$ cat config.mk
export PLATFORM = sky130hd
export DESIGN_NAME = drfam_ctrl
export DESIGN_NICKNAME = d
export VERILOG_FILES = /design/src/logic/drfam_ctrl.v
export VERILOG_INCLUDE_DIRS = /design/src /design/src/logic
export SDC_FILE = /design/constraint.sdc
export NUM_CORES = 1
export LEC_CHECK = 0
export ABC_AREA = 0
export BUFFER_PORTS_ARGS = -buffer_cell sky130_fd_sc_hd__buf_4
export CELL_PAD_IN_SITES_DETAIL_PLACEMENT = 0
export CELL_PAD_IN_SITES_GLOBAL_PLACEMENT = 1
export CORE_MARGIN = 4
export CORE_UTILIZATION = 40
export CTS_BUF_LIST = sky130_fd_sc_hd__clkbuf_16
export DETAILED_ROUTE_END_ITERATION = 6
export PLACE_DENSITY_LB_ADDON = 0.2
export SYNTH_ARGS = -nofsm -noshare
export SYNTH_HDL_FRONTEND = slang
export SYNTH_SLANG_ARGS = --single-unit
$ cat constraint.sdc
create_clock -name pclk -period 2.3 [get_ports pclk]
set_clock_uncertainty 0.15 [all_clocks]
set_input_delay 0.23 -clock pclk [delete_from_list [all_inputs] [get_ports pclk]]
set_output_delay 0.23 -clock pclk [all_outputs]
set_load 0.01 [all_outputs]
$ cat src/logic/drfam_defs.vh
// constants for the dram refresh and access mode controller
`ifndef DRFAM_DEFS_VH
`define DRFAM_DEFS_VH
`define DRFAM_ADDR_CTRL        12'h000
`define DRFAM_ADDR_STATUS      12'h004
`define DRFAM_ADDR_ROWCOL      12'h008
`define DRFAM_CTRL_RST         32'h0000_0000
`define DRFAM_CTRL_RAHS_BIT    0
`define DRFAM_CTRL_BANK_LSB    1
`define DRFAM_CTRL_BANK_MSB    2
`define DRFAM_REF_MAX          9'h1ff
`define DRFAM_MODE_EXT_REF     2'h0
`define DRFAM_MODE_AUTO_REF    2'h1
`define DRFAM_MODE_EXT_ACC     2'h2
`define DRFAM_MODE_AUTO_ACC    2'h3
`define DRFAM_RELEASE_NS       20
`define DRFAM_RELEASE_CYC      4'h5
`define DRFAM_CAS_SETUP_NS     8
`define DRFAM_CAS_SETUP_CYC    4'h2
`define DRFAM_RAH_SHORT_NS     12
`define DRFAM_RAH_LONG_NS      20
`define DRFAM_RAH_SHORT_CYC    4'h3
`define DRFAM_RAH_LONG_CYC     4'h5
`endif

$ cat src/logic/drfam_ctrl.v
// dram controller: refresh counter, forced refresh, external and automatic access
//
// Behaviour
// (RULE1) two mode pins select one of four modes
// (RULE2) counter advances when row strobe input rises
// (RULE3) counter counts to 511 then wraps
// (RULE4) column strobe stays inactive during refresh
// (RULE5) forced mode: select and column pins become clocks
// (RULE6) period clock high on entry: external refresh
// (RULE7) external low on request pin clears counter
// (RULE8) request low on period clock fall without refresh
// (RULE9) outside reset driver must be open collector
// (RULE10) system finishes access, then drops high mode bit
// (RULE11) forced refresh puts counter on address outputs
// (RULE12) strobes low second sequence fall, two more
// (RULE13) request released when refresh strobes fall
// (RULE14) high mode bit rising ends refresh after delay
// (RULE15) system keeps minimum strobe low and precharge
// (RULE16) system stalls processor during forced refresh
// (RULE17) external access: outputs follow their inputs
// (RULE18) select high row address, low column address
// (RULE19) system holds select through row address hold
// (RULE20) system toggles column input for page accesses
// (RULE21) column strobe high while select high
// (RULE22) column input low at select fall: auto strobe
// (RULE23) external access pairs with external refresh only
// (RULE24) automatic access derives all strobes from row input
// (RULE25) automatic mode: select and column pins unused; the code still uses the select pin as period clock for hidden refresh
// (RULE26) system starts automatic access with row input low
// (RULE27) one refresh per period clock, flag tracks it
//
// Our own choices: the register addresses and register access over APB.
`timescale 1ns/1ps
`default_nettype none
`include "drfam_defs.vh"
module drfam_ctrl
(
   // apb slave
   input  wire        pclk,
   input  wire        presetn,
   input  wire        psel,
   input  wire        penable,
   input  wire        pwrite,
   input  wire [11:0] paddr,
   input  wire [31:0] pwdata,
   output reg  [31:0] prdata,
   output wire        pready,
   output wire        pslverr,
   // system side mode and strobe inputs (strobes, write and chip select active low; mode bits and addr_strobe active high)
   input  wire        mode_bit_high,
   input  wire        mode_bit_low,
   input  wire        row_strobe_input_n,
   input  wire        col_strobe_input_n,
   input  wire        row_col_select,
   input  wire        write_input_n,
   input  wire        chip_select_n,
   input  wire [8:0]  row_addr_in,
   input  wire [8:0]  col_addr_in,
   input  wire        addr_strobe,
   // refresh request / reset open-drain pin
   input  wire        refresh_req_reset_pin_in,
   output wire        refresh_req_reset_pin_out,
   output wire        refresh_req_reset_pin_oe,
   // dram side
   output reg  [3:0]  row_strobe_n,
   output reg         col_strobe_n,
   output reg         write_enable_n,
   output reg  [8:0]  dram_addr
);
   localparam [2:0] ST_IDLE  = 3'h0;
   localparam [2:0] ST_WAIT  = 3'h1;
   localparam [2:0] ST_LOW   = 3'h2;
   localparam [2:0] ST_REL   = 3'h3;
   localparam [2:0] ST_DONE  = 3'h4;
   localparam [3:0] REL_CYC  = `DRFAM_RELEASE_CYC;
   localparam [3:0] CASU_CYC = `DRFAM_CAS_SETUP_CYC;
   localparam [3:0] RAHS_CYC = `DRFAM_RAH_SHORT_CYC;
   localparam [3:0] RAHL_CYC = `DRFAM_RAH_LONG_CYC;

   reg  [31:0] ctrl;
   reg  [8:0]  ref_count;
   reg  [8:0]  row_latch;
   reg  [8:0]  col_latch;
   reg  [2:0]  fr_state;
   reg  [1:0]  fall_cnt;
   reg  [3:0]  rel_cnt;
   reg         refreshed;
   reg         req_active;
   reg         fr_bypass;
   reg         prev_rowin_n;
   reg         prev_seqclk;
   reg         prev_perclk;
   reg         prev_mode_auto_ref;
   reg         prev_sel;
   reg  [3:0]  cas_cnt;
   reg         auto_cas;
   reg  [3:0]  acc_cnt;
   reg         acc_col;
   reg  [3:0]  next_row_strobe_n;
   reg         next_col_strobe_n;
   reg  [8:0]  next_dram_addr;

   wire [1:0] mode = {mode_bit_high, mode_bit_low}; // RULE1
   wire mode_ext_ref  = (mode == `DRFAM_MODE_EXT_REF);
   wire mode_auto_ref = (mode == `DRFAM_MODE_AUTO_REF);
   wire mode_ext_acc  = (mode == `DRFAM_MODE_EXT_ACC);
   wire mode_auto_acc = (mode == `DRFAM_MODE_AUTO_ACC);
   // forced mode repurposes the select and column pins as clocks
   wire perclk = row_col_select;     // RULE5
   wire seqclk = col_strobe_input_n; // RULE5
   wire seq_fall = prev_seqclk & ~seqclk;
   wire per_fall = prev_perclk & ~perclk;
   wire per_rise = ~prev_perclk & perclk;
   wire rowin_rise = ~prev_rowin_n & row_strobe_input_n;
   wire ext_clear = ~refresh_req_reset_pin_in & ~req_active;
   // external-style refresh: mode 0, bypassed mode 1, hidden refresh in mode 3
   wire hidden_ok = mode_auto_acc & chip_select_n & perclk & ~refreshed;
   wire ext_refresh = mode_ext_ref | (mode_auto_ref & fr_bypass) | hidden_ok;
   wire forced_active = mode_auto_ref & ~fr_bypass;
   wire next_fr_done = mode_bit_high | (seq_fall & fall_cnt == 2'h1);
   wire [3:0] bank_en = 4'h1 << ctrl[`DRFAM_CTRL_BANK_MSB:`DRFAM_CTRL_BANK_LSB];
   wire [3:0] rah_cyc = ctrl[`DRFAM_CTRL_RAHS_BIT] ? RAHL_CYC : RAHS_CYC;
   wire apb_wr = psel & penable & pwrite;
   wire apb_rd = psel & ~penable & ~pwrite;

   assign pready  = 1'b1;
   assign pslverr = 1'b0;
   // open-drain request: drive low only while requesting
   assign refresh_req_reset_pin_out = 1'b0;
   assign refresh_req_reset_pin_oe  = req_active;

   // apb registers
   always @(posedge pclk or negedge presetn)
   begin
      if (!presetn)
      begin
         ctrl   <= `DRFAM_CTRL_RST;
         prdata <= 32'h0000_0000;
      end
      else
      begin
         if (apb_wr && paddr == `DRFAM_ADDR_CTRL)
            ctrl <= {29'h0000_0000, pwdata[2:0]};
         if (apb_rd)
         begin
            case (paddr)
               `DRFAM_ADDR_CTRL:   prdata <= ctrl;
               `DRFAM_ADDR_STATUS: prdata <= {15'h0000, req_active, refreshed, fr_bypass,
                                              fr_state, mode, ref_count};
               `DRFAM_ADDR_ROWCOL: prdata <= {14'h0000, col_latch, row_latch};
               default:            prdata <= 32'h0000_0000;
            endcase
         end
      end
   end

   // address registers load on each clock while the strobe is high
   always @(posedge pclk or negedge presetn)
   begin
      if (!presetn)
      begin
         row_latch <= 9'h000;
         col_latch <= 9'h000;
      end
      else if (addr_strobe)
      begin
         row_latch <= row_addr_in;
         col_latch <= col_addr_in;
      end
   end

   // edge history
   always @(posedge pclk or negedge presetn)
   begin
      if (!presetn)
      begin
         prev_rowin_n       <= 1'b1;
         prev_seqclk        <= 1'b1;
         prev_perclk        <= 1'b0;
         prev_mode_auto_ref <= 1'b0;
         prev_sel           <= 1'b1;
      end
      else
      begin
         prev_rowin_n       <= row_strobe_input_n;
         prev_seqclk        <= seqclk;
         prev_perclk        <= perclk;
         prev_mode_auto_ref <= mode_auto_ref;
         prev_sel           <= row_col_select;
      end
   end

   // bypass latched on entry to forced mode when period clock is high
   always @(posedge pclk or negedge presetn)
   begin
      if (!presetn)
         fr_bypass <= 1'b0;
      else if (mode_auto_ref && !prev_mode_auto_ref)
         fr_bypass <= perclk; // RULE6
      else if (!mode_auto_ref)
         fr_bypass <= 1'b0;
   end

   // forced refresh sequencer on sequence clock falls
   always @(posedge pclk or negedge presetn)
   begin
      if (!presetn)
      begin
         fr_state <= ST_IDLE;
         fall_cnt <= 2'h0;
         rel_cnt  <= 4'h0;
      end
      else
      begin
         case (fr_state)
            ST_IDLE:
               if (forced_active)
               begin
                  fr_state <= ST_WAIT;
                  fall_cnt <= 2'h0;
               end
            ST_WAIT:
               if (!forced_active)
                  fr_state <= ST_IDLE;
               else if (seq_fall)
               begin
                  if (fall_cnt == 2'h1)
                  begin
                     fr_state <= ST_LOW; // RULE12
                     fall_cnt <= 2'h0;
                  end
                  else
                     fall_cnt <= fall_cnt + 2'h1;
               end
            ST_LOW:
               if (mode_bit_high)
               begin
                  fr_state <= ST_REL; // RULE14
                  rel_cnt  <= REL_CYC - 4'h1;
               end
               else if (seq_fall)
               begin
                  if (fall_cnt == 2'h1)
                     fr_state <= ST_DONE; // RULE12
                  else
                     fall_cnt <= fall_cnt + 2'h1;
               end
            ST_REL:
               if (rel_cnt == 4'h0)
                  fr_state <= ST_DONE; // RULE14
               else
                  rel_cnt <= rel_cnt - 4'h1;
            ST_DONE:
               if (!mode_auto_ref)
                  fr_state <= ST_IDLE;
            default:
               fr_state <= ST_IDLE;
         endcase
      end
   end

   // refresh counter, period flag and request
   always @(posedge pclk or negedge presetn)
   begin
      if (!presetn)
      begin
         ref_count  <= 9'h000;
         refreshed  <= 1'b0;
         req_active <= 1'b0;
      end
      else
      begin
         if (mode_auto_ref && ext_clear)
            ref_count <= 9'h000; // RULE7
         else if ((ext_refresh && rowin_rise) || (fr_state == ST_LOW && next_fr_done))
            ref_count <= (ref_count == `DRFAM_REF_MAX) ? 9'h000 : ref_count + 9'h001; // RULE2 RULE3
         // completion wins over the period-clock clear
         if ((ext_refresh && rowin_rise) || (fr_state == ST_LOW && next_fr_done))
            refreshed <= 1'b1; // RULE27
         else if (per_rise)
            refreshed <= 1'b0; // RULE27
         if (per_fall && !refreshed && !(ext_refresh && rowin_rise))
            req_active <= 1'b1; // RULE8
         else if ((fr_state == ST_WAIT && seq_fall && fall_cnt == 2'h1) || mode_ext_ref)
            req_active <= 1'b0; // RULE13
      end
   end

   // automatic column strobe in external access, auto access sequencing
   always @(posedge pclk or negedge presetn)
   begin
      if (!presetn)
      begin
         cas_cnt  <= 4'h0;
         auto_cas <= 1'b0;
         acc_cnt  <= 4'h0;
         acc_col  <= 1'b0;
      end
      else
      begin
         if (!mode_ext_acc || row_col_select || col_strobe_input_n)
         begin
            auto_cas <= 1'b0;
            cas_cnt  <= 4'h0;
         end
         else if (prev_sel)
            cas_cnt <= CASU_CYC; // RULE22
         else if (cas_cnt > 4'h1)
            cas_cnt <= cas_cnt - 4'h1;
         else
            auto_cas <= 1'b1; // RULE22
         if (!mode_auto_acc || row_strobe_input_n || hidden_ok)
         begin
            acc_cnt <= 4'h0;
            acc_col <= 1'b0;
         end
         else if (acc_cnt < rah_cyc)
            acc_cnt <= acc_cnt + 4'h1; // RULE24
         else
            acc_col <= 1'b1; // RULE24
      end
   end

   // output steering
   always @*
   begin
      next_row_strobe_n = 4'hf;
      next_col_strobe_n = 1'b1; // RULE4
      next_dram_addr    = row_latch;
      if (ext_refresh)
      begin
         next_dram_addr    = ref_count;
         next_row_strobe_n = {4{row_strobe_input_n}}; // RULE6
      end
      else if (mode_auto_ref)
      begin
         if (fr_state != ST_IDLE)
            next_dram_addr = ref_count; // RULE11
      end
      else if (mode_ext_acc)
      begin
         next_dram_addr    = row_col_select ? row_latch : col_latch; // RULE18
         next_row_strobe_n = ~(bank_en & {4{~row_strobe_input_n}}); // RULE17
         if (!row_col_select)
            next_col_strobe_n = col_strobe_input_n | (~auto_cas & (prev_sel | (cas_cnt != 4'h0))); // RULE17 RULE22
      end
      else if (mode_auto_acc)
      begin
         // select and column pins ignored for timing here
         next_dram_addr    = acc_col ? col_latch : row_latch; // RULE25
         next_row_strobe_n = ~(bank_en & {4{~row_strobe_input_n}}); // RULE24
         next_col_strobe_n = ~acc_col; // RULE24
      end
      // early end leaves mode 1 at once, so row strobes must not follow the new mode
      if (fr_state == ST_LOW || fr_state == ST_REL)
         next_row_strobe_n = 4'h0; // RULE12 RULE14
   end

   always @(posedge pclk or negedge presetn)
   begin
      if (!presetn)
      begin
         row_strobe_n   <= 4'hf;
         col_strobe_n   <= 1'b1;
         write_enable_n <= 1'b1;
         dram_addr      <= 9'h000;
      end
      else
      begin
         row_strobe_n   <= next_row_strobe_n;
         col_strobe_n   <= next_col_strobe_n;
         write_enable_n <= write_input_n; // RULE17
         dram_addr      <= next_dram_addr;
      end
   end
endmodule // drfam_ctrl
`default_nettype wire

Word-level counts from Yosys, hierarchy flattened
Index checks and enable logic that the tools add are counted.

word-level totals
  bits in latches = 0
  memories = 0
  register bits = 104
  RAM bits = 0
  bits in read-only memories = 0
  output and inout port bits = 51
  word-level logic and storage cells = 194

operators by class
  add/subtract/negate cells = 5
  reduce and logical (&&, ||, !) cells = 38
  mux-type cells = 59
  multipliers = 0
  eq/ne operators = 29
  shift-type cells = 1
  divide/modulo/power cells = 0
  order comparisons = 2
  bitwise logic cells = 36

operators by type and width
  kind                                                                      number
  9-bit 2-to-1 mux                                                          10
  18-bit one-hot mux with 3 select lines                                    1
  4-bit 2-to-1 mux                                                          12
  3-bit 2-to-1 mux                                                          10
  2-bit inequality test (second input constant)                             12
  1-bit bitwise AND                                                         16
  1-bit 2-to-1 mux                                                          16
  3-bit one-hot mux with 5 select lines                                     1
  2-bit 2-to-1 mux                                                          7
  7-bit AND reduction                                                       2
  1-bit inverter                                                            13
  12-bit by 3-bit equality test with 1-bit output (second input constant)   1
  12-bit by 4-bit equality test with 1-bit output (second input constant)   1
  12-bit logical NOT                                                        1
  2-bit nonzero test                                                        5
  9-bit by 1-bit adder with 9-bit output (second input constant)            1
  9-bit equality test (second input constant)                               1
  1-bit logical AND                                                         9
  3-bit nonzero test                                                        3
  4-bit one-hot mux with 2 select lines                                     1
  4-bit by 1-bit subtractor with 4-bit output (second input constant)       2
  1-bit logical OR                                                          7
  3-bit by 2-bit equality test with 1-bit output (second input constant)    2
  3-bit by 2-bit inequality test with 1-bit output (second input constant)  2
  22 further kinds                                                          34

Longest topological paths before layout
  depth in word-level cells = 9
  depth in mapped cells = 8
  depth with buffers taken out = 8

Worst setup path after synthesis
No wires, ideal clock.

  path type = reg-to-reg
  start point = register ref_count[0]
  end point = register ref_count[0]
  setup time = 0.096 ns
  setup slack = 0.210 ns
  cell stages (with the launch flop) = 9
  data required time = 2.054 ns
  arrival = 1.844 ns
  clock period less this slack = 2.090 ns
  path through = dfrtp_1 -> ha_1 -> and3_1 -> and3_1 -> and3_1 -> ha_1 -> inv_1 -> o21ai_0 -> o31ai_1

between the ends
  cells in the longest elaborated chain, start to end = 4

ends and longest elaborated chain
  element                                                                        line              source
  from (decl)                                                                    drfam_ctrl.v:81   reg [8:0] ref_count;
  from (signal assigned)                                                         drfam_ctrl.v:276  ref_count <= (ref_count == `DRFAM_REF_MAX) ? 9'h000 : ref_count + 9'h001;
  9-bit by 1-bit adder with 9-bit output or 9-bit equality test (tied branches)  n/a
  9-bit 2-to-1 mux *                                                             drfam_ctrl.v:276
  9-bit 2-to-1 mux *                                                             drfam_ctrl.v:275  else if ((ext_refresh && rowin_rise) || (fr_state == ST_LOW && next_fr_done))
  9-bit 2-to-1 mux *                                                             drfam_ctrl.v:273  if (mode_auto_ref && ext_clear)

Mark *: on every way between the ends. The rest lies on a longest branch, timed or not. The select of a mux whose other input is x is not followed.
A chain may end at the register's enable or synchronous reset.

Worst setup path in the final report
  start point = register ref_count[0]
  end point = register ref_count[5]

The elaborated chain is that of the path after synthesis.

==> run_summary.xml <==
<?xml version="1.0" encoding="UTF-8"?>
<metrics>
  <group name="status">
    <metric name="run_status" unit="">complete, no violations</metric>
  </group>
  <group name="timing">
    <metric name="worst_max_slew_margin_expressed_relative_to_the_limit" unit="">0.508</metric>
    <metric name="final-max-slew-violation-count" unit="">0</metric>
    <metric name="timing.final.ws_setup" unit="ns">0.133</metric>
    <metric name="min_period_over_period" unit="">0.942</metric>
    <metric name="rsz0062_at_grt" unit="">no</metric>
    <metric name="timing.final.hold_violations" unit="">0</metric>
    <metric name="achievable_clock_frequency" unit="GHz">0.462</metric>
    <metric name="setup_viol" unit="">0</metric>
    <metric name="fin_tns_setup" unit="ns">0</metric>
    <metric name="period_needed" unit="ns">2.17</metric>
    <metric name="worst_pin_slew" unit="ns">0.736</metric>
  </group>
  <group name="power">
    <metric name="power.share.sequential" unit="">0.430</metric>
    <metric name="clock_power_share" unit="">0.378</metric>
    <metric name="power-per-cell-area" unit="nW/um2">748</metric>
    <metric name="proportion_of_total_power_due_to_net_switching" unit="">0.267</metric>
    <metric name="switchingPower" unit="mW">1.18</metric>
    <metric name="fraction_of_power_consumed_by_combinational_cells" unit="">0.192</metric>
    <metric name="irDropWorstVdd" unit="mV">0.480</metric>
    <metric name="power.internal" unit="mW">3.25</metric>
    <metric name="design_power_total" unit="mW">4.43</metric>
    <metric name="power.leakage" unit="nW">2.73</metric>
  </group>
  <group name="clocking">
    <metric name="cts.htree.levels" unit="">3</metric>
    <metric name="cell_at_the_root_of_the_clock_tree" unit="">clkbuf_16</metric>
    <metric name="clockBufferDepth" unit="">2</metric>
    <metric name="clk_pin_slew_worst_paths" unit="ns">0.07</metric>
    <metric name="cts_inserted_buffers" unit="">9</metric>
    <metric name="worst_skew_pair.late_latency" unit="ns">0.34</metric>
    <metric name="clock_sinks" unit="">90</metric>
    <metric name="tritoncts_clock_tree" unit="">done</metric>
  </group>
  <group name="logic_synthesis">
    <metric name="synth_enable_flop_cells" unit="">0</metric>
    <metric name="yosys_most_used_dff" unit="">dfrtp_1</metric>
    <metric name="yosys.area_share.simple" unit="">0.155</metric>
    <metric name="ys_types" unit="">62</metric>
    <metric name="synth_seq_area_share" unit="">0.501</metric>
    <metric name="synth_compound_gate_area_share" unit="">0.145</metric>
    <metric name="synth_xor_area_frac" unit="">0.00970</metric>
    <metric name="synthesis.area_per_instance" unit="um2">10.6</metric>
    <metric name="multiplexer_share_of_the_synthesized_area" unit="">0.101</metric>
    <metric name="ys.warnings.count" unit="">0</metric>
    <metric name="syn-cell-area" unit="um2">4520</metric>
    <metric name="largest_family_of_logic_cells_by_synthesized_area" unit="">simple AND/OR/NAND/NOR gates</metric>
    <metric name="synth_fa_ha_area_frac" unit="">0.0277</metric>
    <metric name="synthesis.instances" unit="">425</metric>
    <metric name="yosys_register_bits" unit="">90</metric>
    <metric name="proportion_of_synthesized_flip_flops_having_asynchronous_set_or_reset" unit="">1.00</metric>
  </group>
  <group name="worst_hold_path">
    <metric name="hold_path_end" unit="">col_strobe_n</metric>
    <metric name="holdCritPathClass" unit="">in -&gt; reg</metric>
    <metric name="worst_hold_startpoint" unit="">mode_bit_high</metric>
    <metric name="min_path_cells" unit="">3</metric>
  </group>
  <group name="cells_and_area">
    <metric name="area.growth.synth_to_final" unit="%">31.3</metric>
    <metric name="antenna_cells" unit="">0</metric>
    <metric name="utilization_after_layout" unit="">0.542</metric>
    <metric name="final_layout_size_suffix_gt1_frac" unit="">0.298</metric>
    <metric name="mostFrequentLayoutCells" unit="">buf_4, dfrtp_1, nor2_1, nand2_1, o21ai_0</metric>
    <metric name="finalNetCount" unit="">632</metric>
    <metric name="layout_commonest_cell" unit="">buf_4</metric>
  </group>
  <group name="placement">
    <metric name="port_buffers" unit="">80</metric>
    <metric name="place_ws" unit="ns">0.117</metric>
    <metric name="finalWeightedCongestion" unit="">0.821</metric>
    <metric name="detailedPlacementHpwl" unit="mm">8.15</metric>
  </group>
  <group name="global_route">
    <metric name="track_usage" unit="">0.181</metric>
    <metric name="wire_length_of_the_first_global_routing_pass" unit="mm">18.6</metric>
    <metric name="maximum_number_of_pins_on_one_net_before_global_route_repair" unit="">54</metric>
    <metric name="globalRoute.totalOverflow" unit="">0</metric>
    <metric name="grt_antenna_before_repair" unit="">0</metric>
    <metric name="first_global_vias" unit="">3612</metric>
  </group>
  <group name="setup_path">
    <metric name="rr_endpoint" unit="">ref_count[5]</metric>
    <metric name="reg2reg_from" unit="">ref_count[0]</metric>
    <metric name="reg2reg_depth" unit="">9</metric>
    <metric name="worst_path_required" unit="ns">2.41</metric>
    <metric name="crit_fanout" unit="">6</metric>
    <metric name="path_class" unit="">reg -&gt; reg</metric>
    <metric name="setup.reg_to_reg.worst_slack" unit="ns">0.13</metric>
    <metric name="critical_path.endpoint_type" unit="">register</metric>
    <metric name="critical_path.startpoint_type" unit="">register</metric>
    <metric name="critical_path_arrival" unit="ns">2.27</metric>
  </group>
  <group name="floorplan">
    <metric name="fp.dieArea" unit="um2">13100</metric>
    <metric name="initial_standard_cell_utilization_of_the_core" unit="">0.413</metric>
    <metric name="coreArea" unit="um2">10900</metric>
    <metric name="die-width" unit="um">114</metric>
    <metric name="die_h" unit="um">114</metric>
    <metric name="num_io_pins" unit="">127</metric>
    <metric name="placement_rows" unit="">38</metric>
  </group>
  <group name="routing">
    <metric name="drt-vias-per-instance" unit="">5.24</metric>
    <metric name="drtPass1Iterations" unit="">4</metric>
    <metric name="routed_len_inst" unit="um">16.7</metric>
    <metric name="routed_wirelength" unit="mm">11.6</metric>
    <metric name="detailroute.via_count" unit="">3618</metric>
    <metric name="drc_errors" unit="">0</metric>
    <metric name="drtAntennaViolNets" unit="">0</metric>
    <metric name="dr.first_iter.drc_count" unit="">290</metric>
  </group>
  <group name="flow_run">
    <metric name="maxCapViolations" unit="">0</metric>
  </group>
</metrics>
## registers in the layout, indices dropped and copies added, names as in the netlist, 2 cells and up
signal and flops:
col_latch 9, ctrl 3, prdata 18, dram_addr 9
row_strobe_n 4, rel_cnt 4, ref_count 9, row_latch 9
acc_cnt 4, fall_cnt 2, fr_state 3, cas_cnt 4
## how the worst max path moves through the flow
stage / from / to / cells after the start
global route: ref_count[0] / ref_count[5] / 9
floorplan: ref_count[0] / ref_count[0] / 8
detailed placement: ref_count[0] / ref_count[0] / 8
global placement: ref_count[0] / ref_count[0] / 8
CTS: ref_count[0] / ref_count[0] / 8
finish: ref_count[0] / ref_count[5] / 9
## per-stage QoR
step | cells | hold WS [ns] | cell area, um2
final | 691 | 0.127 | 5930
after detailed placement | 649 | 0.0963 | 5320
after floorplan | 440 | -0.216 | 4570
after global routing | 691 | 0.157 | 5930
after CTS | 691 | 0.121 | 5920
after global placement | 649 | 0.0968 | 5320
## synth_stat cells, drive strengths merged, types with 4 or more instances
cell type | n | area (um2)
buf | 25 | 176
nand4 | 4 | 25.0
dfrtp | 81 | 2030
nand2 | 30 | 113
o31ai | 4 | 30.0
nor3 | 7 | 35.0
o22ai | 6 | 37.5
a22oi | 19 | 143
nand2b | 7 | 43.8
dfstp | 9 | 236
nor2 | 32 | 120
and3 | 4 | 25.0
a32o | 4 | 40.0
clkbuf | 8 | 31.3
ha | 10 | 125
or3 | 4 | 25.0
mux2 | 27 | 304
nand3 | 10 | 50.1
inv | 14 | 52.6
nor3b | 5 | 42.5
a21oi | 20 | 104
o21a | 4 | 30.0
nand3b | 5 | 37.5
mux2i | 15 | 150
o21ai | 29 | 145
## routing by layer
metal  routed length, um  up-vias  GRT usage
met1                5310     1761      0.255
met2                5570       94      0.282
met4                 197        0     0.0625
li1                    -     1748          -
met5                   0        -          0
met3                 485       15     0.0338
## final cells by class
cell class	instances	area, um2
flip-flops and latches	90	2260
clock buffers	9	225
repair buffers	128	1040
inverters	15	56.3
clock inverters	7	119
well taps	140	175
multi-input cells	302	2050
fillers	985	5010
## critical path, cell delays in order (launching register included)
cell	delay, ns
dfrtp_1	0.38
ha_1	0.23
and3_1	0.21
and3_1	0.21
and3_1	0.19
ha_1	0.21
buf_4	0.17
a21oi_1	0.11
a21oi_1	0.05
o22ai_1	0.18
## cells by family (layout without fill, tap and decap cells)
kind of cell             after synthesis  after routing
AND/OR/NAND/NOR                      127            127
AO/OA/AOI/OAI                        101            101
flip-flops                            90             90
buffers and inverters                 48            159
multiplexers                          42             42
adder cells (fa/ha/maj)               10             10
XOR/XNOR                               5              5
other                                  2             17
## power by group through the flow
stage               Clock, mW  Combinational [mW]  Sequential, mW
finish                   1.68               0.850            1.91
global route             1.78               0.941            1.93
CTS                      1.71               0.857            1.91
detailed placement          0               0.816            1.94
global placement            0               0.800            1.93
floorplan                   0               0.452            1.93
## what timing repair did
| action | CTS | global route |
|---|---|---|
| hold buffers | 26 | 0 |
| resized for setup | 0 | 3 |
| setup endpoints to repair | 0 | 3 |
| setup buffers | 0 | 0 |
| endpoints found under the hold margin | 59 | 0 |
No activity file was read; power rests on OpenSTA's default activity.
